File: src/hdl/pebw_consts.svh
// Constants for the host-side controller of a byte-wide parallel nonvolatile memory.
// Assumes a 10 MHz clock. Included by its bare name; holds definitions only.
`ifndef PEBW_CONSTS_SVH
`define PEBW_CONSTS_SVH

// Bus geometry
`define PEBW_ADDR_W        11
`define PEBW_DATA_W        8
`define PEBW_TOP_BIT       7

// Clock rate
`define PEBW_CLK_MHZ       10

// Pin timing, printed units
`define PEBW_T_CS_NS       20
`define PEBW_T_WP_NS       150
`define PEBW_T_AH_NS       50
`define PEBW_T_ACC_NS      200
`define PEBW_T_DB_NS       120
`define PEBW_T_DF_NS       80
`define PEBW_T_ERSU_NS     10
`define PEBW_T_ERREC_US    1
`define PEBW_T_WC_MAX_MS   10
`define PEBW_T_ER_MS       10

// Extra cycles the three-stage pin synchroniser adds before a change shows
`define PEBW_SYNC_LAT      4

// Least times round up, longest times round down
`define PEBW_NS_UP(ns)     (((ns) * `PEBW_CLK_MHZ + 999) / 1000)
`define PEBW_US_UP(us)     ((us) * `PEBW_CLK_MHZ)
`define PEBW_MS_DN(ms)     ((ms) * `PEBW_CLK_MHZ * 1000)

// Reset level of the synchronised inputs
`define PEBW_RST_LOW       1'b0

`endif

File: src/hdl/pebw_pkg.sv
// Types shared by the parallel memory host controller.
// Assumes nothing beyond the constants header.
package pebw_pkg;

  // Command kinds offered on the user port
  typedef enum logic [1:0] {
    PEBW_CMD_READ,
    PEBW_CMD_WRITE,
    PEBW_CMD_ERASE
  } pebw_cmd_e;

  // Sequencer states
  typedef enum logic [3:0] {
    PEBW_ST_IDLE,
    PEBW_ST_RD_WAIT,
    PEBW_ST_WR_SETUP,
    PEBW_ST_WR_PULSE,
    PEBW_ST_WR_HOLD,
    PEBW_ST_GAP,
    PEBW_ST_ER_SETUP,
    PEBW_ST_ER_PULSE,
    PEBW_ST_ER_REC,
    PEBW_ST_RESP
  } pebw_state_e;

endpackage

File: src/hdl/pebw_host.sv
// Host-side sequencer that reads, writes and erases a byte-wide parallel memory over its pins.
// Assumes an external pull-up on ready/busy and a level translator behind memHvErase.
`timescale 1ns/1ns
`include "pebw_consts.svh"
module pebw_host
  import pebw_pkg::*;
#(
  parameter int ADDR_W     = `PEBW_ADDR_W,
  parameter int DATA_W     = `PEBW_DATA_W,
  parameter int WC_MAX_CYC = `PEBW_MS_DN(`PEBW_T_WC_MAX_MS),
  parameter int ER_CYC     = `PEBW_MS_DN(`PEBW_T_ER_MS),
  parameter int TIMER_W    = 17
) (
  // Clock, reset, enable
  input  wire logic              clk,
  input  wire logic              resetn,
  input  wire logic              clkEn,
  // User command port
  input  wire logic              cmdValid,
  input  wire pebw_cmd_e         cmdKind,
  input  wire logic [ADDR_W-1:0] cmdAddr,
  input  wire logic [DATA_W-1:0] cmdData,
  output logic                   cmdReady,
  // User answer port
  output logic                   rspValid,
  output logic [DATA_W-1:0]      rspData,
  output logic                   rspTimeout,
  output logic                   rspRefused,
  // Supply supervisor level, high when above the lockout level
  input  wire logic              supplyOkPin,
  // Memory pins
  output logic                   memCeN,
  output logic                   memOeN,
  output logic                   memWeN,
  output logic [ADDR_W-1:0]      memAddr,
  output logic [DATA_W-1:0]      memDataOut,
  output logic                   memDataOe,
  input  wire logic [DATA_W-1:0] memDataIn,
  input  wire logic              memRdyBusyIn,
  output logic                   memHvErase
);

  // Cycle counts derived from the printed times
  localparam int CS_CYC    = `PEBW_NS_UP(`PEBW_T_CS_NS);
  localparam int WP_CYC    = `PEBW_NS_UP(`PEBW_T_WP_NS);
  localparam int AH_CYC    = `PEBW_NS_UP(`PEBW_T_AH_NS);
  localparam int RD_CYC    = `PEBW_NS_UP(`PEBW_T_ACC_NS) + `PEBW_SYNC_LAT;
  localparam int DB_CYC    = `PEBW_NS_UP(`PEBW_T_DB_NS) + `PEBW_SYNC_LAT;
  localparam int DF_CYC    = `PEBW_NS_UP(`PEBW_T_DF_NS);
  localparam int ERSU_CYC  = `PEBW_NS_UP(`PEBW_T_ERSU_NS);
  localparam int ERREC_CYC = `PEBW_US_UP(`PEBW_T_ERREC_US);

  // Refuse a data width without the polled bit and sizes the timers cannot hold
  if (DATA_W <= `PEBW_TOP_BIT) begin : gDataChk
    $error("DATA_W too small for the polled bit");
  end
  if ((WC_MAX_CYC >= (2 ** TIMER_W)) || (ER_CYC >= (2 ** TIMER_W)) || (WC_MAX_CYC < 1) || (ER_CYC < 1)) begin : gTmrChk
    $error("TIMER_W too small for the long counts");
  end

  function automatic logic [TIMER_W-1:0] ld(input int cyc);
    ld = TIMER_W'(cyc - 1);
  endfunction

  pebw_state_e         state_r;
  pebw_state_e         state_nxt;
  logic [TIMER_W-1:0]  timer_r;
  logic [TIMER_W-1:0]  timer_nxt;
  logic [TIMER_W-1:0]  wcTimer_r;
  logic                polling_r;
  logic                refused_r;
  logic                timedOut_r;
  logic                isWrite_r;
  logic [DATA_W-1:0]   wrData_r;
  logic [DATA_W-1:0]   dataSync;
  logic                rdySync;
  logic                supplyOk;
  logic                accept;
  logic                pollDone;

  // Pins from the far side pass the filtered synchroniser
  pebw_pin_sync #(.W(DATA_W + 2)) uSync (
    .clk     (clk),
    .resetn  (resetn),
    .clkEn   (clkEn),
    .pinIn   ({memDataIn, memRdyBusyIn, supplyOkPin}),
    .syncOut ({dataSync, rdySync, supplyOk})
  );

  assign accept   = cmdValid && cmdReady;
  // Wired ready line floats high only when every memory is done
  assign pollDone = (dataSync[`PEBW_TOP_BIT] == wrData_r[`PEBW_TOP_BIT]) && rdySync;

  // Next state and cycle timer
  always_comb begin
    state_nxt = state_r;
    timer_nxt = (timer_r != '0) ? timer_r - TIMER_W'(1) : timer_r;
    case (state_r)
      PEBW_ST_IDLE: begin
        if (accept) begin
          case (cmdKind)
            PEBW_CMD_READ: begin
              state_nxt = PEBW_ST_RD_WAIT;
              timer_nxt = ld(RD_CYC);
            end
            PEBW_CMD_WRITE: begin
              // Low supply refuses the write before any strobe moves
              state_nxt = supplyOk ? PEBW_ST_WR_SETUP : PEBW_ST_RESP;
              timer_nxt = ld(CS_CYC);
            end
            PEBW_CMD_ERASE: begin
              // Lockout does not gate the high-voltage erase
              state_nxt = PEBW_ST_ER_SETUP;
              timer_nxt = ld(ERSU_CYC);
            end
            default: state_nxt = PEBW_ST_RESP;
          endcase
        end
      end
      PEBW_ST_RD_WAIT: begin
        if (timer_r == '0) begin
          if (!polling_r || pollDone || (wcTimer_r == '0)) begin
            state_nxt = PEBW_ST_RESP;
          end else begin
            state_nxt = PEBW_ST_GAP;
            timer_nxt = ld(DF_CYC);
          end
        end
      end
      PEBW_ST_WR_SETUP: begin
        if (timer_r == '0) begin
          state_nxt = PEBW_ST_WR_PULSE;
          timer_nxt = ld(WP_CYC);
        end
      end
      PEBW_ST_WR_PULSE: begin
        if (timer_r == '0) begin
          state_nxt = PEBW_ST_WR_HOLD;
          timer_nxt = ld(AH_CYC);
        end
      end
      PEBW_ST_WR_HOLD: begin
        if (timer_r == '0) begin
          // Memory holds its own copy now, so the bus is released
          state_nxt = PEBW_ST_GAP;
          timer_nxt = ld(DB_CYC);
        end
      end
      PEBW_ST_GAP: begin
        if (timer_r == '0) begin
          state_nxt = PEBW_ST_RD_WAIT;
          timer_nxt = ld(RD_CYC);
        end
      end
      PEBW_ST_ER_SETUP: begin
        if (timer_r == '0) begin
          state_nxt = PEBW_ST_ER_PULSE;
          timer_nxt = ld(ER_CYC);
        end
      end
      PEBW_ST_ER_PULSE: begin
        if (timer_r == '0) begin
          state_nxt = PEBW_ST_ER_REC;
          timer_nxt = ld(ERREC_CYC);
        end
      end
      PEBW_ST_ER_REC: begin
        if (timer_r == '0) begin
          state_nxt = PEBW_ST_RESP;
        end
      end
      PEBW_ST_RESP: state_nxt = PEBW_ST_IDLE;
      default:      state_nxt = PEBW_ST_IDLE;
    endcase
  end

  // Sequencer registers
  always_ff @(posedge clk or negedge resetn) begin
    if (!resetn) begin
      state_r <= PEBW_ST_IDLE;
      timer_r <= '0;
    end else if (clkEn) begin
      state_r <= state_nxt;
      timer_r <= timer_nxt;
    end
  end

  // Write-cycle deadline; no new access until the memory is done or the bound has passed
  always_ff @(posedge clk or negedge resetn) begin
    if (!resetn) begin
      wcTimer_r <= '0;
      polling_r <= 1'b0;
    end else if (clkEn) begin
      if ((state_r == PEBW_ST_WR_HOLD) && (state_nxt == PEBW_ST_GAP)) begin
        wcTimer_r <= ld(WC_MAX_CYC);
        polling_r <= 1'b1;
      end else begin
        if (wcTimer_r != '0) begin
          wcTimer_r <= wcTimer_r - TIMER_W'(1);
        end
        if (state_r == PEBW_ST_RESP) begin
          polling_r <= 1'b0;
        end
      end
    end
  end

  // Command capture; stays fixed for the whole cycle
  always_ff @(posedge clk or negedge resetn) begin
    if (!resetn) begin
      memAddr   <= '0;
      wrData_r  <= '0;
      isWrite_r <= 1'b0;
    end else if (clkEn && accept) begin
      memAddr   <= cmdAddr;
      wrData_r  <= cmdData;
      isWrite_r <= (cmdKind == PEBW_CMD_WRITE);
    end
  end

  // Pin drive follows the next state so each pin comes straight from a flop
  always_ff @(posedge clk or negedge resetn) begin
    if (!resetn) begin
      memCeN     <= 1'b1;
      memOeN     <= 1'b1;
      memWeN     <= 1'b1;
      memDataOe  <= 1'b0;
      memDataOut <= '0;
      memHvErase <= 1'b0;
    end else if (clkEn) begin
      // New byte goes out with the accept, so no stale byte is driven during setup
      memDataOut <= accept ? cmdData : wrData_r;
      // Select low only while an access runs; high means standby with data floating
      memCeN     <= !((state_nxt == PEBW_ST_RD_WAIT) || (state_nxt == PEBW_ST_WR_SETUP) ||
                      (state_nxt == PEBW_ST_WR_PULSE) || (state_nxt == PEBW_ST_WR_HOLD) ||
                      (state_nxt == PEBW_ST_ER_SETUP) || (state_nxt == PEBW_ST_ER_PULSE) ||
                      (state_nxt == PEBW_ST_ER_REC));
      memOeN     <= (state_nxt != PEBW_ST_RD_WAIT);
      // Strobe drops only with select low and a healthy supply; otherwise held high
      memWeN     <= !((state_nxt == PEBW_ST_WR_PULSE) && supplyOk);
      // Host drives data only while output enable is high, avoiding contention
      memDataOe  <= (state_nxt == PEBW_ST_WR_SETUP) || (state_nxt == PEBW_ST_WR_PULSE) ||
                    (state_nxt == PEBW_ST_WR_HOLD);
      memHvErase <= (state_nxt == PEBW_ST_ER_PULSE);
    end
  end

  // Outcome flags of the running command
  always_ff @(posedge clk or negedge resetn) begin
    if (!resetn) begin
      refused_r  <= 1'b0;
      timedOut_r <= 1'b0;
    end else if (clkEn) begin
      if (accept) begin
        refused_r  <= (cmdKind == PEBW_CMD_WRITE) && !supplyOk;
        timedOut_r <= 1'b0;
      end else if ((state_r == PEBW_ST_RD_WAIT) && (timer_r == '0) && polling_r && !pollDone &&
                   (wcTimer_r == '0)) begin
        timedOut_r <= 1'b1;
      end
    end
  end

  // User answer; active-high ready shows only in idle
  always_ff @(posedge clk or negedge resetn) begin
    if (!resetn) begin
      cmdReady   <= 1'b0;
      rspValid   <= 1'b0;
      rspData    <= '0;
      rspTimeout <= 1'b0;
      rspRefused <= 1'b0;
    end else if (clkEn) begin
      cmdReady <= (state_nxt == PEBW_ST_IDLE) && !accept;
      rspValid <= (state_r == PEBW_ST_RESP);
      if (state_r == PEBW_ST_RESP) begin
        rspData    <= isWrite_r ? wrData_r : dataSync;
        rspTimeout <= timedOut_r;
        rspRefused <= refused_r;
      end
    end
  end

endmodule

File: src/hdl/pebw_pin_sync.sv
// Three-stage synchroniser for pins that arrive from outside the clock domain.
// Assumes clkEn freezes it with the rest of the controller.
`timescale 1ns/1ns
module pebw_pin_sync #(
  parameter int W = 1
) (
  // Clock and reset
  input  wire logic         clk,
  input  wire logic         resetn,
  input  wire logic         clkEn,
  // Pin side and clean side
  input  wire logic [W-1:0] pinIn,
  output logic      [W-1:0] syncOut
);

  logic [W-1:0] stage1_r;
  logic [W-1:0] stage2_r;
  logic [W-1:0] stage3_r;

  // Shift chain; stage one is read only by stage two
  always_ff @(posedge clk or negedge resetn) begin
    if (!resetn) begin
      stage1_r <= '0;
      stage2_r <= '0;
      stage3_r <= '0;
    end else if (clkEn) begin
      stage1_r <= pinIn;
      stage2_r <= stage1_r;
      stage3_r <= stage2_r;
    end
  end

  // Each bit changes only once its stages two and three agree, filtering one-cycle glitches
  // Agreement is per bit, so a toggling data pin never holds back ready or supply
  always_ff @(posedge clk or negedge resetn) begin
    if (!resetn) begin
      syncOut <= '0;
    end else if (clkEn) begin
      syncOut <= (stage3_r & ~(stage2_r ^ stage3_r)) | (syncOut & (stage2_r ^ stage3_r));
    end
  end

endmodule

File: config.mk
export PLATFORM = sky130hd
export DESIGN_NAME = pebw_host
export DESIGN_NICKNAME = d
export VERILOG_FILES = /design/src/hdl/pebw_pkg.sv /design/src/hdl/pebw_host.sv /design/src/hdl/pebw_pin_sync.sv
export VERILOG_INCLUDE_DIRS = /design/src /design/src/hdl
export SDC_FILE = /design/constraint.sdc
export NUM_CORES = 1
export LEC_CHECK = 0
export ABC_CLOCK_PERIOD_IN_PS = 7100
export BUFFER_PORTS_ARGS = -buffer_cell sky130_fd_sc_hd__buf_2
export CAP_MARGIN = 10
export CORE_MARGIN = 8
export CORE_UTILIZATION = 63
export DETAILED_ROUTE_END_ITERATION = 7
export MAX_ROUTING_LAYER = met4
export PLACE_DENSITY = 0.85
export SLEW_MARGIN = 10
export SYNTH_ARGS = -nofsm -noshare
export SYNTH_HDL_FRONTEND = slang
export SYNTH_SLANG_ARGS = --single-unit
File: constraint.sdc
create_clock -name clk -period 7.1 [get_ports clk]
set_clock_uncertainty 0.1 [all_clocks]
set_input_delay 0.355 -clock clk [delete_from_list [all_inputs] [get_ports clk]]
set_output_delay 0.355 -clock clk [all_outputs]
set_load 0.05 [all_outputs]
==> results of run 1 <==
## how the worst max path moves through the flow
stage                               to  slack, ps  startpoint  cells past startpoint
after floorplan             timer_r[0]       4570  timer_r[0]                     13
after global placement    wcTimer_r[1]       3930  timer_r[0]                      9
after detailed placement  wcTimer_r[1]       3770  timer_r[0]                      9
after CTS                 wcTimer_r[1]       3750  timer_r[0]                      9
after global routing            memWeN       3500  timer_r[0]                      9
final                     wcTimer_r[1]       3740  timer_r[0]                      9
## worst max-delay path: stages (launching register included)
cell and delay [ps]:
dfrtp_1 410, inv_1 170, ha_1 190, nor4b_4 250, nand3_2 200, nor2_1 580, inv_2 290, o211a_4 360
or4_4 580, o211ai_1 130
## kinds of logic (layout without fill, tap and decap cells)
logic type               count (synthesis)  after routing
AO/OA/AOI/OAI                          155            155
XOR/XNOR                                16             16
adder cells (fa/ha/maj)                  6              6
buffers and inverters                   58            161
flip-flops                             126            126
multiplexers                            49             49
other                                    0              2
AND/OR/NAND/NOR                        213            213
## through the flow
stage	instance area [um^2]	std cells	utilization, %	hold slack (ps)	power [mW]
after global routing	7490	860	77.7	176	3.14
after global placement	6590	797	68.4	362	2.02
after CTS	7490	859	77.7	158	2.97
after detailed placement	6590	797	68.4	375	2.06
after floorplan	6170	623	-	-40.6	1.79
final	7490	861	77.8	183	3.03
## layer usage
metal | GRT usage (%) | up-vias | part of all wire (%)
met2 | 48.0 | 320 | 49
met1 | 34.2 | 2693 | 39
met5 | - | - | 0
met4 | 17.6 | 0 | 4.6
li1 | - | 2418 | -
met3 | 7.56 | 88 | 7.0
## cell type report
cell class                      instances  area share, %
Antenna cell                            2         0.0668
Clock buffer                           24           6.28
Clock inverter                          8           1.72
Inverter                               26           1.30
Multi-Input combinational cell        439           37.2
Sequential cell                       126           42.1
Tap cell                              133           2.22
Timing Repair Buffer                  103           9.05
## state kept, by name (all words and copies together), names as in the netlist, 4 cells and up, named ones only
| signal | cells |
|---|---|
| memDataOut | 8 |
| timer_r | 17 |
| wrData_r | 8 |
| wcTimer_r | 17 |
| uSync.stage3_r | 10 |
| rspData | 8 |
| uSync.stage1_r | 10 |
| uSync.stage2_r | 10 |
| memAddr | 11 |
| state_r | 4 |
## power breakdown
| group | internal (mW) | switching (mW) | leakage [nW] | total [mW] |
|---|---|---|---|---|
| logic | 0.310 | 0.640 | 1.47 | 0.950 |
| clock network | 0.566 | 0.328 | 0.290 | 0.894 |
| registers | 0.943 | 0.241 | 1.49 | 1.18 |
| total | 1.82 | 1.21 | 3.25 | 3.03 |
## cells in the final DEF (no fill, tap or decap), drive strengths merged, types with 21 or more instances in the layout
cell type	synthesis	final
mux2	41	41
clkbuf	26	24
dfrtp	123	123
nor2	42	42
nand2	81	81
inv	25	27
dlygate4sd3	0	30
o21ai	55	55
nor3	21	21
buf	6	73
a21oi	32	32
==> impl_metrics.json, run 1 <==
{
  "setup_violations": 0,
  "numCtsBuffers": 17,
  "hold_buffers": 30,
  "cap_violations": 0,
  "drtIter0Drc": 645,
  "clk_pin_slew_worst_paths_ps": 60,
  "hold_path.class": "in2reg",
  "r2r_start": "timer_r[0]",
  "yosysUniqueCellTypes": 63,
  "cts_tree": "built",
  "cts_buffer_depth": 2,
  "r2r_end": "wcTimer_r[1]",
  "worst_slack_ps": 3740,
  "fin_crit_sh_pct": 47.3,
  "hold_start": "cmdKind[0]",
  "syn_nets": 664,
  "ir_worst_vdd_v": 0.000303,
  "syn_area_um2": 6170,
  "cts_setup_buffers": 0,
  "synth_top_family_by_area": "simple AND/OR/NAND/NOR gates",
  "p_per_area_nw_per_um2": 404,
  "via_per_inst": 6.41,
  "routed_wirelength_um": 18600,
  "boundaryPins": 71,
  "grt_pass1_wl_um": 29500,
  "num_vias": 5519,
  "syn_inst": 623,
  "outcome": "completed",
  "endpoint_kind": "flop",
  "syn_area_per_cell_um2": 9.91,
  "htreeDepth": 4,
  "io_buffers": 70,
  "cts_sinks": 126,
  "rows": 36,
  "grtUsageTotal_pct": 30.2,
  "place_ws_ps": 3770,
  "tightest_slew_ps": 1060,
  "yosys.cell_count.top_type": "dfrtp_1",
  "fmax_ghz": 0.298,
  "synth_top_area_cell": "dfrtp_1",
  "root_buffer": "clkbuf_8",
  "post-route-min-period_ps": 3360,
  "synth-compound-area-share_pct": 15.8,
  "die_area_um2": 13200,
  "drive_gt1_share_pct": 21.9,
  "num-fill-cells": 611,
  "synth_common_cells": "123 x dfrtp_1, 81 x nand2_1, 55 x o21ai_0",
  "overflow": 0,
  "r2r_cells": 9,
  "clock_latency_ps": 530,
  "yosys.area_share.adder_pct": 1.22,
  "drc": 0,
  "finalHoldViolCount": 0,
  "grt_max_degree": 73,
  "initial_utilization_pct": 64.1,
  "multi_input_area_um2": 2790,
  "antenna_found_initial": 1,
  "tns_ps": 0,
  "synth_flop_cell": "dfrtp_1",
  "die_y_um": 115,
  "gp_congestion": 0.905,
  "dp_hpwl_um": 10800,
  "critPathRequiredTime_ps": 7440,
  "grt_pass1_vias": 5644,
  "crit_path_max_fanout": 15,
  "yosysWarnings": 0,
  "detail_route.first_pass.iterations": 7,
  "synth_top_cell_area_share_pct": 49.8,
  "fin_nets": 754,
  "wl_per_cell_um": 21.6,
  "syn2layout_area_growth_pct": 21.4,
  "slew_headroom_pct": 29.3,
  "hold-path-cell-count": 3,
  "hold_end": "refused_r",
  "cts.repair.resized": 0,
  "core-area_um2": 9640,
  "async_flop_share_pct": 100,
  "yosys.area_share.simple_pct": 17.2,
  "synth.area.top_cells": "dfrtp_1 50%, mux2_2 7.5%, nand2_1 4.9%",
  "antenna_violating_nets_post_route": 0,
  "chipWidth_um": 115,
  "maxSlewViolCount": 0,
  "synth_edf_count": 0,
  "critPathKind": "reg2reg",
  "cp-start-kind": "flop",
  "synth.area.mux_share_pct": 8.77,
  "r2r_slack_ps": 3740,
  "yosysSeqAreaShare_pct": 51.1,
  "ys_ff_latch": 126,
  "rsz0062_at_grt": "false",
  "leakage_nw": 3.25,
  "crit_arrival_ps": 3700,
  "seqCellArea_um2": 3160,
  "synth_xor_area_share_pct": 2.27
}
No activity file was read; power rests on OpenSTA's default activity.
==> run 2, diff against run 1 <==
Settings changed: ABC_CLOCK_PERIOD_IN_PS 7100 to 3100, CORE_UTILIZATION 63 to 59, PLACE_DENSITY 0.85 to 0.8.
Clock period 7.1 ns to 3.1 ns, I/O delays scaled along.
==> impl_metrics.json, run 2 (same netlist as run 1, synthesis figures left out) <==
{
  "antenna_cells": 0,
  "r2r_start": "timer_r[0]",
  "leakage_nw": 3.31,
  "finalHoldViolCount": 0,
  "final_cell_mix": "123 x dfrtp_1, 81 x nand2_1, 68 x buf_2",
  "num_vias": 5335,
  "crit_arrival_ps": 3110,
  "fmax_ghz": 0.357,
  "cp-start-kind": "flop",
  "biggestRegsByFlops": "timer_r: 17 flops, wcTimer_r: 17 flops, memAddr: 11 flops",
  "grt_pass1_vias": 5404,
  "overflow": 0,
  "initial_utilization_pct": 60.4,
  "final_cell_count_no_fill": 875,
  "maxSlewViolCount": 0,
  "worstSetupStartpoint": "timer_r[0]",
  "fin_nets": 767,
  "rsz0062_at_grt": "false",
  "syn2layout_area_growth_pct": 23.1,
  "final_common_cell": "dfrtp_1",
  "drtIter0Drc": 521,
  "slew_headroom_pct": 43.5,
  "tns_ps": 0,
  "clk_pin_slew_worst_paths_ps": 60,
  "fin_util_pct": 74.3,
  "wl_per_cell_um": 18.9,
  "hold_buffers": 33,
  "setup_violations": 0,
  "drive_gt1_share_pct": 23.3,
  "placed_area_um2": 6690,
  "grt_max_degree": 79,
  "antenna_found_initial": 0,
  "critPathRequiredTime_ps": 3410,
  "die_area_um2": 14000,
  "hold_path.class": "in2reg",
  "boundaryPins": 71,
  "via_per_inst": 6.10,
  "antenna_violating_nets_post_route": 0,
  "root_buffer": "clkbuf_8",
  "detail_route.first_pass.iterations": 5,
  "ir_worst_vdd_v": 0.000615,
  "worst_slack_ps": 299,
  "dp_hpwl_um": 10500,
  "crit_path_max_fanout": 15,
  "dp.cells": 810,
  "holdWs_ps": 96.6,
  "design_power_total_mw": 6.73,
  "cts_tree": "built",
  "fin_crit_sh_pct": 90.4,
  "die_y_um": 118,
  "htreeDepth": 4,
  "numCtsBuffers": 17,
  "drc": 0,
  "grtUsageTotal_pct": 25.0,
  "cts_buffer_depth": 2,
  "hold_start": "cmdValid",
  "cts_setup_buffers": 0,
  "io_buffers": 70,
  "place_ws_ps": 365,
  "critPathKind": "reg2reg",
  "grt_pass1_wl_um": 27300,
  "core-area_um2": 10200,
  "gp_congestion": 0.959,
  "endpoint_kind": "flop",
  "cap_violations": 0,
  "routed_wirelength_um": 16500,
  "cts_sinks": 126,
  "clock_latency_ps": 540,
  "outcome": "completed",
  "tightest_slew_ps": 847,
  "post-route-min-period_ps": 2800,
  "design_area_um2": 7600,
  "rows": 37,
  "p_per_area_nw_per_um2": 885,
  "chipWidth_um": 118,
  "cts.repair.resized": 0
}
-- run 2: power breakdown --
part	total [mW]	switching [mW]	internal (mW)
registers	2.67	0.515	2.16
logic	2.10	1.38	0.721
clock network	1.95	0.759	1.19
-- run 2: worst max-delay path, cell delays in order (launching register included) --
cell and delay [ps]:
dfrtp_1 420, inv_1 160, ha_1 190, nor4b_4 260, nand3_2 190, nor2_1 210
inv_2 170, nor3_1 450, nor4_1 150, o41ai_1 390
-- run 2: layer usage --
layer / up-vias / part of all wire [%] / global-route usage [%]
met5: - / 0 / -
met4: 0 / 2.9 / 12.4
met3: 33 / 5.4 / 5.14
met2: 212 / 51 / 40.5
met1: 2644 / 41 / 29.2
li1: 2446 / - / -
-- run 2: final timing paths --
check	to	slack, ps	depth (start not counted)
worst min register to register	refused_r	390	2
max in group asynchronous	wrData_r[5]	1950	3
worst min-delay path	memDataOut[3]	100	5
min in group asynchronous	memAddr[5]	150	2
worst max-delay path	memCeN	300	9
worst max register to register	memCeN	300	9
-- run 2: area by class of cell --
cell class / instances / area [um^2]
Timing Repair Buffer: 116 / 808
Multi-Input combinational cell: 439 / 2790
Sequential cell: 126 / 3160
Clock inverter: 12 / 134
Inverter: 26 / 97.6
Clock buffer: 20 / 445
Tap cell: 136 / 170
Fill cell: 669 / 2630
